File: src/ddr3_cal_pkg.sv
// Package of mode-register fields, commands and constants for the calibration block
package ddr3_cal_pkg;
  // ************************************************************
  // Bus widths, burst beats and array depth
  // ************************************************************
  localparam int ADDR_W  = 14;
  localparam int BANK_W  = 3;
  localparam int DQ_W    = 16;
  localparam int BEATS   = 8;
  localparam int LAT_W   = 6;
  localparam int ARR_AW  = 4;
  localparam int ARR_DEPTH = 16;

  // ************************************************************
  // Mode register selects and fields, lane, beat and address bit indices
  // ************************************************************
  localparam logic [2:0] BANK_MR0 = 3'h0;
  localparam logic [2:0] BANK_MR1 = 3'h1;
  localparam logic [2:0] BANK_MR2 = 3'h2;
  localparam logic [2:0] BANK_MR3 = 3'h3;
  localparam int MR2_WTERM_LO = 9;
  localparam int MR2_WTERM_HI = 10;
  localparam int MR3_PAT_EN   = 2;
  localparam int MR3_FUNC_LO  = 0;
  localparam int MR3_FUNC_HI  = 1;
  localparam int MR0_BL_LO    = 0;
  localparam int MR0_BL_HI    = 1;
  localparam int MR1_LEVEL    = 7;
  localparam int MR1_NOM_B0   = 2;
  localparam int MR1_NOM_B1   = 6;
  localparam int MR1_NOM_B2   = 9;
  localparam int DQ_PRIME_LO  = 0;
  localparam int DQ_PRIME_HI  = 8;
  localparam logic [2:0] BEAT_FIRST    = 3'h0;
  localparam logic [2:0] BEAT_HI_START = 3'h4;
  localparam logic [2:0] BEAT_LO_END   = 3'h3;
  localparam logic [2:0] BEAT_END      = 3'h7;
  localparam int A_BC_OTF     = 12;
  localparam int A_NIBBLE     = 2;
  localparam logic [1:0] FUNC_PREDEF = 2'h0;
  localparam logic [1:0] WTERM_OFF   = 2'h0;
  localparam logic [1:0] BL_FIXED8   = 2'h0;
  localparam logic [1:0] BL_OTF      = 2'h1;
  localparam logic [1:0] BL_FIXED4   = 2'h2;
  localparam logic [2:0] NOM_OFF     = 3'h0;

  // ************************************************************
  // Predefined pattern, beat 0 in the least significant bit
  // ************************************************************
  localparam logic [7:0] PAT_PREDEF = 8'hAA;

  // ************************************************************
  // Command encoding
  // ************************************************************
  typedef enum logic [2:0] {
    CMD_NOP, CMD_MRS, CMD_READ, CMD_READ_WITH_AUTO_PRECHARGE, CMD_WRITE, CMD_OTHER
  } cmd_t;

  // Termination presented on the data lines
  typedef enum logic [1:0] {
    TERM_HIGHZ, TERM_NOM, TERM_WR
  } term_sel_t;
endpackage

File: src/ddr3_beat_buf.sv
// Two-entry valid/ready buffer for outgoing read beats
`timescale 1ns/1ps
module ddr3_beat_buf (
  input  wire logic                          mclk,
  input  wire logic                          resetn,
  input  wire logic                          in_valid,
  output logic                               in_ready,
  input  wire logic [ddr3_cal_pkg::DQ_W-1:0] in_data,
  output logic                               out_valid,
  input  wire logic                          out_ready,
  output logic      [ddr3_cal_pkg::DQ_W-1:0] out_data
);
  logic [ddr3_cal_pkg::DQ_W-1:0] mem_ff [2];
  logic                          wptr_ff;
  logic                          rptr_ff;
  logic [1:0]                    cnt_ff;
  logic                          push;
  logic                          pop;

  assign in_ready  = (cnt_ff != 2'h2);
  assign out_valid = (cnt_ff != 2'h0);
  assign push      = in_valid && in_ready;
  assign pop       = out_valid && out_ready;
  assign out_data  = mem_ff[rptr_ff];

  always_ff @(posedge mclk or negedge resetn) begin
    if (!resetn) begin
      mem_ff[0] <= '0;
      mem_ff[1] <= '0;
    end else if (push) begin
      mem_ff[wptr_ff] <= in_data;
    end
  end

  always_ff @(posedge mclk or negedge resetn) begin
    if (!resetn) begin
      wptr_ff <= 1'b0;
      rptr_ff <= 1'b0;
      cnt_ff  <= 2'h0;
    end else begin
      if (push) wptr_ff <= ~wptr_ff;
      if (pop) rptr_ff <= ~rptr_ff;
      cnt_ff <= cnt_ff + {1'b0, push} - {1'b0, pop};
    end
  end
endmodule

File: src/ddr3_mpr_odt.sv
// Dynamic write termination and calibration pattern readout logic
//
// Notes on behaviour
// - Write termination field is mode register two bits 10:9; nonzero enables.
// - Write termination replaces nominal during each write burst outside pattern mode, then reverts.
// - Nominal disabled gives high impedance; both settings act independently.
// - No write termination switching while write leveling is active.
// - Mode register three keeps its value until rewritten; array untouched.
// - Bit 2 clear means normal array access; bits 1:0 ignored.
// - Bit 2 set redirects reads and auto-precharge reads to pattern.
// - Function 00 selects predefined pattern; other codes give no readout.
// - Reset is honoured while pattern mode is on.
// - Pattern on prime lines with others low, or on all lines.
// - Eight-beat and four-beat chop supported, fixed or by address bit 12.
// - Chop reads return beats 0-3 or 4-7 by address bit 2.
// - Pattern alternates 0,1 starting with 0.
// - First beat from pattern LSB, last beat from MSB.
// - Other address and bank bits ignored; bit 12 only when enabled.
// - Back-to-back reads each return the pattern until mode cleared.
// - Burst starts after read latency of additive plus column latency.
`timescale 1ns/1ps
module ddr3_mpr_odt (
  input  wire logic                            mclk,
  input  wire logic                            resetn,
  input  wire ddr3_cal_pkg::cmd_t              cmd,
  input  wire logic [ddr3_cal_pkg::BANK_W-1:0] bank,
  input  wire logic [ddr3_cal_pkg::ADDR_W-1:0] addr,
  input  wire logic [ddr3_cal_pkg::LAT_W-1:0]  read_latency,
  input  wire logic [ddr3_cal_pkg::LAT_W-1:0]  write_latency,
  input  wire logic                            pattern_all_lines,
  input  wire logic                            wide_part,
  input  wire logic                            dll_locked,
  input  wire logic [ddr3_cal_pkg::DQ_W-1:0]   array_rdata,
  output logic                                 array_read,
  output logic                                 array_write,
  output logic      [ddr3_cal_pkg::ADDR_W-1:0] array_addr,
  output logic                                 dq_valid,
  input  wire logic                            dq_ready,
  output logic      [ddr3_cal_pkg::DQ_W-1:0]   dq_out,
  output ddr3_cal_pkg::term_sel_t              term_sel,
  output logic      [1:0]                      wterm_value,
  output logic                                 pattern_mode
);
  // ************************************************************
  // Mode registers
  // ************************************************************
  logic [ddr3_cal_pkg::ADDR_W-1:0] mr0_ff;
  logic [ddr3_cal_pkg::ADDR_W-1:0] mr1_ff;
  logic [ddr3_cal_pkg::ADDR_W-1:0] mr2_ff;
  logic [2:0]                      mode_register_three_ff;
  logic                            mrs;

  assign mrs = (cmd == ddr3_cal_pkg::CMD_MRS);

  always_ff @(posedge mclk or negedge resetn) begin
    if (!resetn) begin
      mr0_ff                 <= '0;
      mr1_ff                 <= '0;
      mr2_ff                 <= '0;
      mode_register_three_ff <= '0;
    end else if (mrs) begin
      case (bank)
        ddr3_cal_pkg::BANK_MR0: mr0_ff <= addr;
        ddr3_cal_pkg::BANK_MR1: mr1_ff <= addr;
        ddr3_cal_pkg::BANK_MR2: mr2_ff <= addr;
        ddr3_cal_pkg::BANK_MR3: mode_register_three_ff <= addr[2:0];
        default: mr0_ff <= mr0_ff;
      endcase
    end
  end

  logic       pat_en;
  logic       pat_predef;
  logic [1:0] wterm_field;
  logic       leveling;
  logic [2:0] nom_field;

  assign pat_en      = mode_register_three_ff[ddr3_cal_pkg::MR3_PAT_EN];
  assign pat_predef  = pat_en && (mode_register_three_ff[ddr3_cal_pkg::MR3_FUNC_HI:
                       ddr3_cal_pkg::MR3_FUNC_LO] == ddr3_cal_pkg::FUNC_PREDEF);
  assign wterm_field = mr2_ff[ddr3_cal_pkg::MR2_WTERM_HI:ddr3_cal_pkg::MR2_WTERM_LO];
  assign leveling    = mr1_ff[ddr3_cal_pkg::MR1_LEVEL];
  assign nom_field   = {mr1_ff[ddr3_cal_pkg::MR1_NOM_B2], mr1_ff[ddr3_cal_pkg::MR1_NOM_B1],
                        mr1_ff[ddr3_cal_pkg::MR1_NOM_B0]};
  assign pattern_mode = pat_en;
  assign wterm_value  = wterm_field;

  // ************************************************************
  // Array path, normal mode only
  // ************************************************************
  logic is_read;
  logic is_write;

  assign is_read  = (cmd == ddr3_cal_pkg::CMD_READ) || (cmd == ddr3_cal_pkg::CMD_READ_WITH_AUTO_PRECHARGE);
  assign is_write = (cmd == ddr3_cal_pkg::CMD_WRITE);

  always_ff @(posedge mclk or negedge resetn) begin
    if (!resetn) begin
      array_read  <= 1'b0;
      array_write <= 1'b0;
      array_addr  <= '0;
    end else begin
      array_read  <= is_read && !pat_en;
      array_write <= is_write && !pat_en;
      array_addr  <= addr;
    end
  end

  // ************************************************************
  // Read burst sizing
  // ************************************************************
  logic       chop;
  logic [1:0] bl_field;

  assign bl_field = mr0_ff[ddr3_cal_pkg::MR0_BL_HI:ddr3_cal_pkg::MR0_BL_LO];
  always_comb begin
    case (bl_field)
      ddr3_cal_pkg::BL_FIXED4: chop = 1'b1;
      ddr3_cal_pkg::BL_OTF:    chop = !addr[ddr3_cal_pkg::A_BC_OTF];
      default:                 chop = 1'b0;
    endcase
  end

  // ************************************************************
  // Latency pipeline: command info delayed by read latency
  // ************************************************************
  localparam int LAT_MAX = 2 ** ddr3_cal_pkg::LAT_W;
  logic [LAT_MAX-1:0] rd_pipe_ff;
  logic [LAT_MAX-1:0] ch_pipe_ff;
  logic [LAT_MAX-1:0] hi_pipe_ff;
  logic [LAT_MAX-1:0] pt_pipe_ff;
  logic               rd_issue;

  assign rd_issue = is_read && dll_locked && (!pat_en || pat_predef);

  always_ff @(posedge mclk or negedge resetn) begin
    if (!resetn) begin
      rd_pipe_ff <= '0;
      ch_pipe_ff <= '0;
      hi_pipe_ff <= '0;
      pt_pipe_ff <= '0;
    end else begin
      rd_pipe_ff <= {rd_pipe_ff[LAT_MAX-2:0], rd_issue};
      ch_pipe_ff <= {ch_pipe_ff[LAT_MAX-2:0], chop};
      hi_pipe_ff <= {hi_pipe_ff[LAT_MAX-2:0], chop && addr[ddr3_cal_pkg::A_NIBBLE]};
      pt_pipe_ff <= {pt_pipe_ff[LAT_MAX-2:0], pat_en};
    end
  end

  logic lat_hit;
  logic lat_chop;
  logic lat_hi;
  logic lat_pat;
  logic [ddr3_cal_pkg::LAT_W-1:0] lat_idx;

  assign lat_idx  = (read_latency == '0) ? '0 : read_latency - ddr3_cal_pkg::LAT_W'(1);
  assign lat_hit  = rd_pipe_ff[lat_idx];
  assign lat_chop = ch_pipe_ff[lat_idx];
  assign lat_hi   = hi_pipe_ff[lat_idx];
  assign lat_pat  = pt_pipe_ff[lat_idx];

  // ************************************************************
  // Burst sequencer
  // ************************************************************
  typedef enum logic [1:0] {ST_IDLE, ST_BURST} burst_st_t;
  burst_st_t  st_ff;
  logic [2:0] beat_ff;
  logic [2:0] last_ff;
  logic       src_pat_ff;
  logic       stall;

  always_ff @(posedge mclk or negedge resetn) begin
    if (!resetn) begin
      st_ff      <= ST_IDLE;
      beat_ff    <= '0;
      last_ff    <= '0;
      src_pat_ff <= 1'b0;
    end else if (lat_hit) begin
      // A new burst always restarts; back-to-back reads chain seamlessly
      st_ff      <= ST_BURST;
      beat_ff    <= lat_hi ? ddr3_cal_pkg::BEAT_HI_START : ddr3_cal_pkg::BEAT_FIRST;
      last_ff    <= (lat_chop && !lat_hi) ? ddr3_cal_pkg::BEAT_LO_END : ddr3_cal_pkg::BEAT_END;
      src_pat_ff <= lat_pat;
    end else begin
      case (st_ff)
        ST_BURST: begin
          if (!stall) begin
            if (beat_ff == last_ff) st_ff <= ST_IDLE;
            else beat_ff <= beat_ff + 3'h1;
          end
        end
        default: st_ff <= ST_IDLE;
      endcase
    end
  end

  // ************************************************************
  // Beat data formation
  // ************************************************************
  logic                          buf_in_ready;
  logic                          beat_valid;
  logic [ddr3_cal_pkg::DQ_W-1:0] beat_data;
  logic                          pat_bit;

  assign beat_valid = (st_ff == ST_BURST);
  assign stall      = !buf_in_ready;
  assign pat_bit    = ddr3_cal_pkg::PAT_PREDEF[beat_ff];

  generate
    for (genvar i = 0; i < ddr3_cal_pkg::DQ_W; i++) begin : g_lane
      always_comb begin
        if (!src_pat_ff)
          beat_data[i] = array_rdata[i];
        else if (pattern_all_lines || i == ddr3_cal_pkg::DQ_PRIME_LO ||
                 (wide_part && i == ddr3_cal_pkg::DQ_PRIME_HI))
          beat_data[i] = pat_bit;
        else
          beat_data[i] = 1'b0;
      end
    end
  endgenerate

  ddr3_beat_buf ddr3_beat_buf_inst (
    .mclk      (mclk),
    .resetn    (resetn),
    .in_valid  (beat_valid),
    .in_ready  (buf_in_ready),
    .in_data   (beat_data),
    .out_valid (dq_valid),
    .out_ready (dq_ready),
    .out_data  (dq_out)
  );

  // ************************************************************
  // Termination control
  // ************************************************************
  logic [ddr3_cal_pkg::LAT_W-1:0] wr_cnt_ff;

  always_ff @(posedge mclk or negedge resetn) begin
    if (!resetn) begin
      wr_cnt_ff <= '0;
    end else if (is_write && !pat_en) begin
      wr_cnt_ff <= write_latency + ddr3_cal_pkg::LAT_W'(ddr3_cal_pkg::BEATS);
    end else if (wr_cnt_ff != '0) begin
      wr_cnt_ff <= wr_cnt_ff - ddr3_cal_pkg::LAT_W'(1);
    end
  end

  always_comb begin
    if (wr_cnt_ff != '0 && wterm_field != ddr3_cal_pkg::WTERM_OFF && !leveling)
      term_sel = ddr3_cal_pkg::TERM_WR;
    else if (nom_field == ddr3_cal_pkg::NOM_OFF)
      term_sel = ddr3_cal_pkg::TERM_HIGHZ;
    else
      term_sel = ddr3_cal_pkg::TERM_NOM;
  end

  // ************************************************************
  // Checks
  // ************************************************************
  property p_pat_no_array;
    @(posedge mclk) disable iff (!resetn)
      (pat_en && is_read) |=> !array_read;
  endproperty
  a_pat_no_array: assert property (p_pat_no_array) else $error("array read in pattern mode");

  property p_norm_array;
    @(posedge mclk) disable iff (!resetn)
      (!pat_en && is_read) |=> array_read;
  endproperty
  a_norm_array: assert property (p_norm_array) else $error("normal read missed array");

  property p_leveling_no_wr;
    @(posedge mclk) disable iff (!resetn)
      leveling |-> term_sel != ddr3_cal_pkg::TERM_WR;
  endproperty
  a_leveling_no_wr: assert property (p_leveling_no_wr) else $error("switch in leveling");

  property p_wterm_off;
    @(posedge mclk) disable iff (!resetn)
      (wterm_field == ddr3_cal_pkg::WTERM_OFF) |-> term_sel != ddr3_cal_pkg::TERM_WR;
  endproperty
  a_wterm_off: assert property (p_wterm_off) else $error("write term while off");

  property p_write_switch;
    @(posedge mclk) disable iff (!resetn)
      (is_write && !pat_en && !leveling && wterm_field != ddr3_cal_pkg::WTERM_OFF && !mrs)
      |=> term_sel == ddr3_cal_pkg::TERM_WR;
  endproperty
  a_write_switch: assert property (p_write_switch) else $error("no write term");

  property p_pattern_bit;
    @(posedge mclk) disable iff (!resetn)
      (beat_valid && src_pat_ff) |-> beat_data[0] == beat_ff[0];
  endproperty
  a_pattern_bit: assert property (p_pattern_bit) else $error("pattern bit wrong");

  property p_prime_low;
    @(posedge mclk) disable iff (!resetn)
      (beat_valid && src_pat_ff && !pattern_all_lines) |-> beat_data[7:1] == '0;
  endproperty
  a_prime_low: assert property (p_prime_low) else $error("non-prime line high");

  property p_burst_len;
    @(posedge mclk) disable iff (!resetn)
      (lat_hit && !lat_chop && buf_in_ready) ##1 (buf_in_ready && !lat_hit) [*8]
      |=> st_ff == ST_IDLE;
  endproperty
  a_burst_len: assert property (p_burst_len) else $error("eight-beat length wrong");

  property p_reset_clears;
    @(posedge mclk) $rose(resetn) |-> !pat_en;
  endproperty
  a_reset_clears: assert property (p_reset_clears) else $error("pattern mode kept over reset");
endmodule

File: config.mk
export PLATFORM = sky130hd
export DESIGN_NAME = ddr3_mpr_odt
export DESIGN_NICKNAME = d
export VERILOG_FILES = /design/src/ddr3_cal_pkg.sv /design/src/ddr3_beat_buf.sv /design/src/ddr3_mpr_odt.sv
export SDC_FILE = /design/constraint.sdc
export NUM_CORES = 1
export LEC_CHECK = 0
export ABC_AREA = 0
export BUFFER_PORTS_ARGS = -buffer_cell sky130_fd_sc_hd__clkbuf_2
export CORE_MARGIN = 4
export CORE_UTILIZATION = 40
export CTS_BUF_LIST = sky130_fd_sc_hd__clkbuf_8
export DETAILED_ROUTE_END_ITERATION = 8
export SLEW_MARGIN = 20
export SYNTH_ARGS = -nofsm -noshare
export SYNTH_HDL_FRONTEND = slang
export SYNTH_SLANG_ARGS = --single-unit
export TNS_END_PERCENT = 5
File: constraint.sdc
create_clock -name mclk -period 4 [get_ports mclk]
set_input_delay 0.2 -clock mclk [delete_from_list [all_inputs] [get_ports mclk]]
set_output_delay 0.2 -clock mclk [all_outputs]
set_load 0.01 [all_outputs]
Word level (Yosys, flattened, before mapping) --
Memory sizes are Yosys's and may differ from the RTL's. Cells that the tools add are included.
Storage, ports and cells: RAM bits 0, register bits 349, memories 1, bits in read-only memories 8, latch bits 0, output and inout port bits 38, word-level logic and storage cells 136, input bits 54
Cells by class: mux-type cells 49, div/mod/pow operators 0, eq/ne operators 15, $mul 0, add/subtract/negate cells 6, magnitude comparators 5, reduce and logical (&&, ||, !) cells 35, bitwise operators 4, shift-type cells 0
Memories:
- (name not given) | words 8, bits a word 1, read ports 1, clocked after memory_dff 0, wr ports 0, line ddr3_mpr_odt.sv:207 | assign pat_bit = ddr3_cal_pkg::PAT_PREDEF[beat_ff];
Operators with widths (count):
- 16-bit 2-to-1 mux | 4
- 32-bit bitwise mux | 1
- 1-bit binary-select mux with 6-bit select | 4
- 1-bit 2-to-1 mux | 24
- 3-bit 2-to-1 mux | 6
- 6-bit 2-to-1 mux | 3
- 16-bit demux with 1-bit select | 1
- 3-bit by 2-bit == test with 1-bit output, second input constant | 4
- 1-bit logical AND | 12
- 6-bit by 1-bit subtractor with 6-bit output, second input constant | 2
- 2-bit 2-to-1 mux | 5
- 2-bit AND reduction | 5
- 2-bit nonzero test | 5
- 6-bit by 7-bit less-than comparator with 1-bit output, second input constant | 1
- 6-bit by 4-bit adder with 6-bit output, second input constant | 1
- 3-bit by 1-bit == test with 1-bit output, second input constant | 2
- 3-bit logical NOT | 2
- 6-bit logical NOT | 1
- 3-bit != test, second input constant | 2
- 6-bit nonzero test | 1
- 2-bit by 1-bit == test with 1-bit output, second input constant | 2
- 2-bit >= comparator, second input constant | 2
- 1-bit logical NOT | 4
- 3-bit by 4-bit less-than comparator with 1-bit output, second input constant | 1
- 14 further kinds | 19

Longest topological paths before layout --
Gate-level depths: netlist of run 1.
word-level depth 7, depth in mapped cells 17

Hierarchy --
From an unflattened synthesis of run 1, not the netlist that was laid out.
Second synthesis, totals: cell total of the unflattened synthesis 961, area total of the unflattened synthesis 12897.4 um2
By module, submodules not included:
- ddr3_mpr_odt | area an instance 11214.5 um2, times used 1, cells an instance 853
- ddr3_beat_buf | area an instance 1682.9 um2, times used 1, cells an instance 108

Least setup slack after synthesis of run 1 --
OpenSTA, ideal clock, no wires.
kind input -> register, from input read_latency[0] in the netlist's numbering, to register last_ff[2], library setup time 0.125 ns, stages 14, path slack 0.708 ns, arrival time 3.167 ns, path through buf_2 clkinv_1 clkbuf_1 buf_2 ha_1 or3b_4 buf_6 o21ai_2 o221ai_1 o211ai_1 a21oi_1 or4_4 nand4_4 mux2_4
Between the ends: word-level cells in the longest chain between the ends 7, elaborated cells on any way between the ends 12, those cells by class add/sub (1); mux (8); reduce/logical (3)
RTL lines:
- from (decl) | line ddr3_mpr_odt.sv:28 | input wire logic [ddr3_cal_pkg::LAT_W-1:0] read_latency,
- 6-bit by 1-bit subtractor with 6-bit output or 6-bit logical NOT (tied branches) | line ddr3_mpr_odt.sv:156 | assign lat_idx = (read_latency == '0) ? '0 : read_latency - ddr3_cal_pkg::LAT_W'(1);
- 6-bit 2-to-1 mux * | line ddr3_mpr_odt.sv:156
- 1-bit binary-select mux with 6-bit select | line ddr3_mpr_odt.sv:159 | assign lat_hi = hi_pipe_ff[lat_idx];
- 1-bit 2-to-1 mux (not written as such) | line ddr3_mpr_odt.sv:159
- 1-bit logical NOT | line ddr3_mpr_odt.sv:182 | last_ff <= (lat_chop && !lat_hi) ? ddr3_cal_pkg::BEAT_LO_END : ddr3_cal_pkg::BEAT_END;
- 1-bit logical AND | line ddr3_mpr_odt.sv:182
- 3-bit 2-to-1 mux | line ddr3_mpr_odt.sv:182
- to (signal assigned) | line ddr3_mpr_odt.sv:182
- to (decl) | line ddr3_mpr_odt.sv:168 | logic [2:0] last_ff;
Mark *: on every way between the ends. The rest lies on a longest branch, timed or not. The select of a mux whose other input is x is not followed. A chain may end at the register's enable or synchronous reset.

Worst setup path in the final report of run 1 --
from register wr_cnt_ff[0] in the netlist's numbering, to output term_sel[0]
Between the ends: word-level cells in the longest chain between the ends 4
RTL lines:
- from (decl) | line ddr3_mpr_odt.sv:237 | logic [ddr3_cal_pkg::LAT_W-1:0] wr_cnt_ff;
- from (signal assigned) | line ddr3_mpr_odt.sv:243 | wr_cnt_ff <= write_latency + ddr3_cal_pkg::LAT_W'(ddr3_cal_pkg::BEATS);
- from (signal assigned) | line ddr3_mpr_odt.sv:245 | wr_cnt_ff <= wr_cnt_ff - ddr3_cal_pkg::LAT_W'(1);
- 6-bit nonzero test | line ddr3_mpr_odt.sv:250 | if (wr_cnt_ff != '0 && wterm_field != ddr3_cal_pkg::WTERM_OFF && !leveling)
- 1-bit logical AND (2 in series) | line ddr3_mpr_odt.sv:250
- 2-bit 2-to-1 mux | line ddr3_mpr_odt.sv:250
- to (decl) | line ddr3_mpr_odt.sv:40 | output ddr3_cal_pkg::term_sel_t term_sel,
Every way passes these cells.

==> impl_metrics.csv, run 1 <==
group,metric,value,unit
detailed_routing,dr.pass1.iters,5,
cts,cts_sinks,332,
floorplanning,dieArea,34800,sq um
setup_path,start_kind,"flop",
cts,cts_resized,0,
power_and_ir_drop,cell_internal_pwr,6400,uW
logic_synthesis,synth_nets,1058,
floorplanning,rows,65,
run_status,outcome,"finished clean",
detailed_routing,highest_layer,"met4",
timing,fin_crit_sh,69.1,%
final_layout,layout.nets,1226,
logic_synthesis,synth_cell_types,83,
detailed_routing,wl_met2,13700,um
final_layout,syn_to_final_growth,20.2,%
logic_synthesis,synth-async-reset-ratio,100,%
detailed_routing,wl,30000,um
floorplanning,die_w,187,um
final_layout,drive_gt1_share,23.5,%
final_layout,antenna_cells,0,
global_route,antenna_found_initial,0,
placement,post-dp-hpwl,18800,um
cts,htreeDepth,2,
logic_synthesis,yosysMostFrequentCell,"dfrtp_1",
timing,worst_pin_slew,0.967,ns
power_and_ir_drop,p_per_area,592,nW/um^2
detailed_routing,vias_per_cell,5.35,
cts,post-cts-setup-buffers,0,
cts,clock_path_buffers,3,
floorplanning,core,31600,sq um
hold_path,hold_class,"in2reg",
logic_synthesis,yosysTopAreaCell,"dfrtp_1",
logic_synthesis,ys_seq_area_share,65.1,%
setup_path,critPathMaxFanout,5,
detailed_routing,via_count,8602,
timing,finalClockSkew,0.0150,ns
timing,rsz0062_at_grt,"false",
timing,setup_viol,0,
timing,fin_crit,2.76,ns
floorplanning,start_util,40.5,%
detailed_routing,m1WireLength,13900,um
logic_synthesis,netlist.area_leader.share,65.1,%
power_and_ir_drop,power,9090,uW
final_layout,post-route-cell-area,15300,sq um
flow_run,max_cap_viol_count,0,
timing,finalSetupTns,0,ns
logic_synthesis,ys_ff_latch,332,
timing,relSlewSlack,35.5,%
power_and_ir_drop,ir_drop,0.312,mV
logic_synthesis,synthTopCellsByArea,"dfrtp_1, mux2_2, mux2i_1",
setup_path,end_kind,"output port",
cts,clk_latency,0.59,ns
logic_synthesis,synth_area_per_cell,12.8,sq um
logic_synthesis,synth_edf_count,0,
power_and_ir_drop,swShare,29.6,%
timing,hold_viol,0,
cts,cts_tree,"built",
logic_synthesis,ys.flop_type,"dfrtp_1",
detailed_routing,final_antenna_net_count,0,
setup_path,worstPathArrival,2.56,ns
final_layout,multi_input_area,4080,sq um
detailed_routing,wl_per_cell,18.7,um
setup_path,cp.required,3.80,ns
final_layout,fillers,2813,
global_route,grt_overflow,0,
cts,path_clk_slew,0.06,ns
detailed_routing,drtIter0Drc,530,
placement,placed_area,13700,sq um
logic_synthesis,synth_common_cells,"dfrtp_1, nand2_1, a21oi_1",
global_route,first_global_vias,9104,
final_layout,seq_area,8310,sq um
timing,slew_violations,0,
timing,fmax,0.362,GHz
power_and_ir_drop,power_leakage,0.00730,uW
floorplanning,fp.dieH,187,um
setup_path,path_class,"reg2out",
power_and_ir_drop,seqPwrFrac,45.9,%
detailed_routing,wl_met3,1630,um
cts,numCtsBuffers,56,
power_and_ir_drop,clockPowerShare,34.1,%
placement,numPortBuffers,91,
logic_synthesis,synth_warnings,0,
detailed_routing,drc,0,
power_and_ir_drop,switchingPower,2690,uW
placement,gp_congestion,0.813,
global_route,grt_pass1_wl,50500,um
floorplanning,io_pins,92,
global_route,track_usage,17.7,%
logic_synthesis,synthCells,995,
final_layout,final_core_util,48.6,%
cts,root_buffer,"clkbuf_8",
global_route,grt_max_degree,124,
power_and_ir_drop,combPwrFrac,19.9,%
logic_synthesis,syn_area,12800,sq um
-- per-stage QoR --
stage / setup slack (ns) / hold slack, ns / cells
5_1_grt: 0.893 / 0.0192 / 1608
2_1_floorplan: 0.708 / -0.0956 / 995
6_report: 1.24 / 0.0285 / 1608
3_3_place_gp: 0.773 / 0.309 / 1458
3_5_place_dp: 0.749 / 0.310 / 1458
4_1_cts: 1.19 / 0.00170 / 1608
-- layout by cell type, fill, tap and decap left out, drive strengths merged, types with 5 or more instances in the layout --
master / count
dfrtp: 332
clkbuf: 159
nand2: 98
a21oi: 72
o21ai: 54
nor2: 53
dlygate4sd3: 49
mux2: 47
mux2i: 41
inv: 36
buf: 32
a211oi: 18
nand3: 14
nor3: 13
o211ai: 9
ha: 9
a221oi: 9
a22oi: 8
a31oi: 8
o2111ai: 8
o221ai: 8
nand4: 8
xnor2: 7
clkinv: 7
and2: 6
mux4: 6
a21o: 5
or3: 5
nor3b: 5
-- logic make-up (layout without fill, tap and decap cells) --
family / after synthesis / after routing / share of synthesized area [%]
DFF: 332 / 332 / 65.1
AOI/OAI and AO/OA: 243 / 243 / 13.0
and+or+nand+nor: 229 / 229 / 8.64
muxes: 94 / 94 / 8.50
buffers and inverters: 77 / 288 / 3.15
xor gates and xnor gates: 11 / 11 / 0.813
adders and majority gates: 9 / 9 / 0.882
-- power groups by stage --
stage | logic, uW | registers [uW] | clock network (uW)
after floorplan | 1260 | 4100 | 0
after global placement | 1730 | 4210 | 0
after detailed placement | 1760 | 4230 | 0
after CTS | 1820 | 4170 | 3200
after global routing | 2050 | 4240 | 3360
final | 1810 | 4170 | 3100
-- sequential cells by signal, indices dropped and copies added, names as in the netlist, 3 cells and up --
register and flops:
mode_register_three_ff 3, hi_pipe_ff 64, pt_pipe_ff 64, mr1_ff 4, wr_cnt_ff 6, beat_ff 3, ddr3_beat_buf_inst.mem_ff 32, rd_pipe_ff 64
ch_pipe_ff 64, array_addr 14
-- per-layer routing --
metal  vias up  GRT usage, %
li1       3929             -
met2       262          27.3
met1      4354          25.5
met3        57          3.67
met4         0          5.60
met5         -             0
-- worst max-delay path, cell delays in order, from the launching register on --
cell and delay [ns]:
dfrtp_1 0.38, inv_1 0.10, ha_1 0.17, nand2b_1 0.12, nor4_1 0.71, nor3_1 0.17, nor2_1 0.17, clkbuf_2 0.15
-- final cells by class --
cell class | count | area share (%)
multi-input combinational | 586 | 26.6
sequential | 332 | 54.1
clock buffer | 70 | 6.28
clock inverter | 31 | 1.37
inverter | 17 | 0.416
timing repair buffer | 170 | 7.94
tap | 402 | 3.28
-- worst paths after layout --
check,cells past startpoint,slack [ns],end,from
setup / recovery,7,1.24,term_sel[0],wr_cnt_ff[0]
max in group asynchronous,3,2.70,pt_pipe_ff[27],resetn
hold reg to reg,0,0.37,pt_pipe_ff[19],pt_pipe_ff[18]
hold / removal,3,0.03,wr_cnt_ff[5],cmd[1]
min in group asynchronous,2,0.30,hi_pipe_ff[38],resetn
setup reg to reg,8,1.32,wr_cnt_ff[3],wr_cnt_ff[0]
-- repair_timing --
item,in CTS,in global routing
setup endpoints to repair,0,0
hold buffers,49,0
endpoints found under the hold margin,188,0
Power figures use the tool's default switching activity.
==> inputs of run 2 (changes only) <==
clock period = 2.85 ns   (was 4 ns; I/O delays follow)
==> run 2 against run 1 <==
Net effect: first-iteration DRC count did not move; setup slack got worse by 0.65 ns; global-route usage fell by 0.077 points; clock-buffer cell count rose by 4; largest cell class unchanged; largest power group unchanged; highest routed layer unchanged.
==> impl_metrics.csv, run 2 (same netlist as run 1, synthesis figures left out) <==
group,metric,value,unit
timing,finalClockSkew,0.0104,ns
floorplanning,start_util,40.5,%
setup_path,crit_path_max_incr_delay,0.52,ns
power_and_ir_drop,power,12600,uW
final_layout,antenna_cells,0,
power_and_ir_drop,p_per_area,801,nW/um^2
final_layout,seq_area,8310,sq um
global_route,antenna_found_initial,0,
global_route,grt_overflow,0,
setup_path,cpMaxStageDelayCell,"a211oi_1",
final_layout,mostFrequentLayoutCell,"dfrtp_1",
final_layout,syn_to_final_growth,23.5,%
cts,path_clk_slew,0.06,ns
detailed_routing,drtIter0Drc,530,
cts,root_buffer,"clkbuf_8",
placement,post-place-ws,0.0297,ns
setup_path,path_class,"in2reg",
final_layout,final_core_util,50.0,%
global_route,track_usage,17.6,%
placement,gp_congestion,0.814,
power_and_ir_drop,combPwrFrac,20.7,%
detailed_routing,vias_per_cell,5.19,
setup_path,path_buf_inv,5,
floorplanning,rows,65,
final_layout,multi_input_area,4100,sq um
timing,relSlewSlack,37.6,%
detailed_routing,wl_met3,1240,um
global_route,grt_pass1_wl,50700,um
final_layout,fillers,2804,
setup_path,cpMostUsedCell,"buf_4",
timing,rsz0062_at_grt,"false",
cts,numCtsBuffers,55,
detailed_routing,final_antenna_net_count,0,
final_layout,layout.nets,1272,
power_and_ir_drop,clockPowerShare,32.9,%
power_and_ir_drop,power_leakage,0.00757,uW
cts,cts_sinks,332,
global_route,grt_max_degree,98,
detailed_routing,wl,30400,um
final_layout,final_cell_mix,"dfrtp_1, nand2_1, clkbuf_2, clkbuf_8, a21oi_1",
timing,slew_violations,0,
cts,htreeDepth,2,
cts,clk_latency,0.58,ns
detailed_routing,via_count,8606,
timing,fin_crit_sh,79.5,%
timing,hold_viol,0,
timing,fmax,0.441,GHz
timing,fin_crit,2.27,ns
setup_path,cp.required,3.37,ns
setup_path,worstPathArrival,2.78,ns
power_and_ir_drop,swShare,29.6,%
setup_path,crit_family,"compound AO/OA/AOI/OAI gates",
placement,numPortBuffers,91,
detailed_routing,wl_per_cell,18.3,um
placement,post-dp-hpwl,20000,um
floorplanning,io_pins,92,
timing,setup_ws,0.584,ns
detailed_routing,wl_met2,14000,um
timing,setup_viol,0,
cts,cts_tree,"built",
setup_path,critPathMaxFanout,8,
floorplanning,die_w,187,um
detailed_routing,dr.pass1.iters,5,
setup_path,start_kind,"input port",
power_and_ir_drop,switchingPower,3740,uW
timing,finalSetupTns,0,ns
detailed_routing,m1WireLength,14300,um
power_and_ir_drop,seqPwrFrac,46.4,%
floorplanning,core,31600,sq um
cts,cts_resized,0,
power_and_ir_drop,ir_drop,0.474,mV
power_and_ir_drop,cell_internal_pwr,8890,uW
global_route,first_global_vias,9133,
detailed_routing,drc,0,
floorplanning,dieArea,34800,sq um
cts,clock_path_buffers,3,
hold_path,hold_class,"in2reg",
setup_path,cp_cell_sequence,"buf_2, clkinv_4, ha_4, or3b_4, buf_4, o21ai_2, buf_4, buf_4, a311oi_1, a211oi_1, o221ai_1, nand4_1, mux2_4",
timing,worst_pin_slew,0.934,ns
setup_path,end_kind,"flop",
detailed_routing,highest_layer,"met4",
run_status,outcome,"finished clean",
flow_run,max_cap_viol_count,0,
final_layout,drive_gt1_share,26.2,%
floorplanning,fp.dieH,187,um
[run 2: metrics by stage]
stage / std cells / cell area, sq um / hold WS (ns)
floorplan: 995 / 12800 / -0.153
global placement: 1504 / 14100 / 0.222
detailed placement: 1504 / 14100 / 0.222
CTS: 1657 / 15800 / 0.0128
global route: 1657 / 15800 / 0.0510
finish: 1657 / 15800 / 0.0522
[run 2: per-layer routing]
| layer | GRT usage, % | vias to the layer above |
|---|---|---|
| met4 | 6.06 | 0 |
| met5 | 0 | - |
| met2 | 27.2 | 222 |
| li1 | - | 4027 |
| met3 | 2.94 | 70 |
| met1 | 25.6 | 4287 |
[run 2: area by class of cell]
type | count | area share, %
multi-input cells | 586 | 26.0
clock buffers | 74 | 6.46
inverters | 17 | 0.436
well taps | 402 | 3.19
flip-flops and latches | 332 | 52.7
clock inverters | 29 | 0.762
repair buffers | 217 | 10.5
[run 2: worst paths after layout]
path / start / to / slack, ns / cells after the start
max: read_latency[0] / last_ff[2] / 0.58 / 13
min: bank[2] / mode_register_three_ff[0] / 0.05 / 4
min in group asynchronous: resetn / hi_pipe_ff[32] / 0.19 / 2
min reg2reg: rd_pipe_ff[20] / rd_pipe_ff[21] / 0.36 / 0
max reg2reg: ch_pipe_ff[51] / last_ff[2] / 0.70 / 7
max in group asynchronous: resetn / ddr3_beat_buf_inst.cnt_ff[1] / 1.80 / 3
[run 2: repair_timing]
item,CTS,global route
hold buffers,50,0
buffers inserted,0,0
endpoints found under the hold margin,160,0
endpoints found under the setup margin,0,0
[run 2: worst reg2reg max path, stage by stage (launching register included)]
cell       delay, ns
dfrtp_1         0.37
nor2b_1         0.12
a2111oi_0       0.35
a211oi_1        0.11
a211oi_1        0.54
o221ai_1        0.28
nand4_1         0.16
mux2_4          0.15
[run 2: power by group through the flow]
| stage | Combinational [uW] | Clock, uW | Sequential (uW) |
|---|---|---|---|
| floorplan | 1780 | 0 | 5750 |
| CTS | 2630 | 4310 | 5860 |
| global route | 2930 | 4530 | 5950 |
| finish | 2610 | 4160 | 5850 |
| global placement | 2520 | 0 | 5910 |
| detailed placement | 2560 | 0 | 5940 |
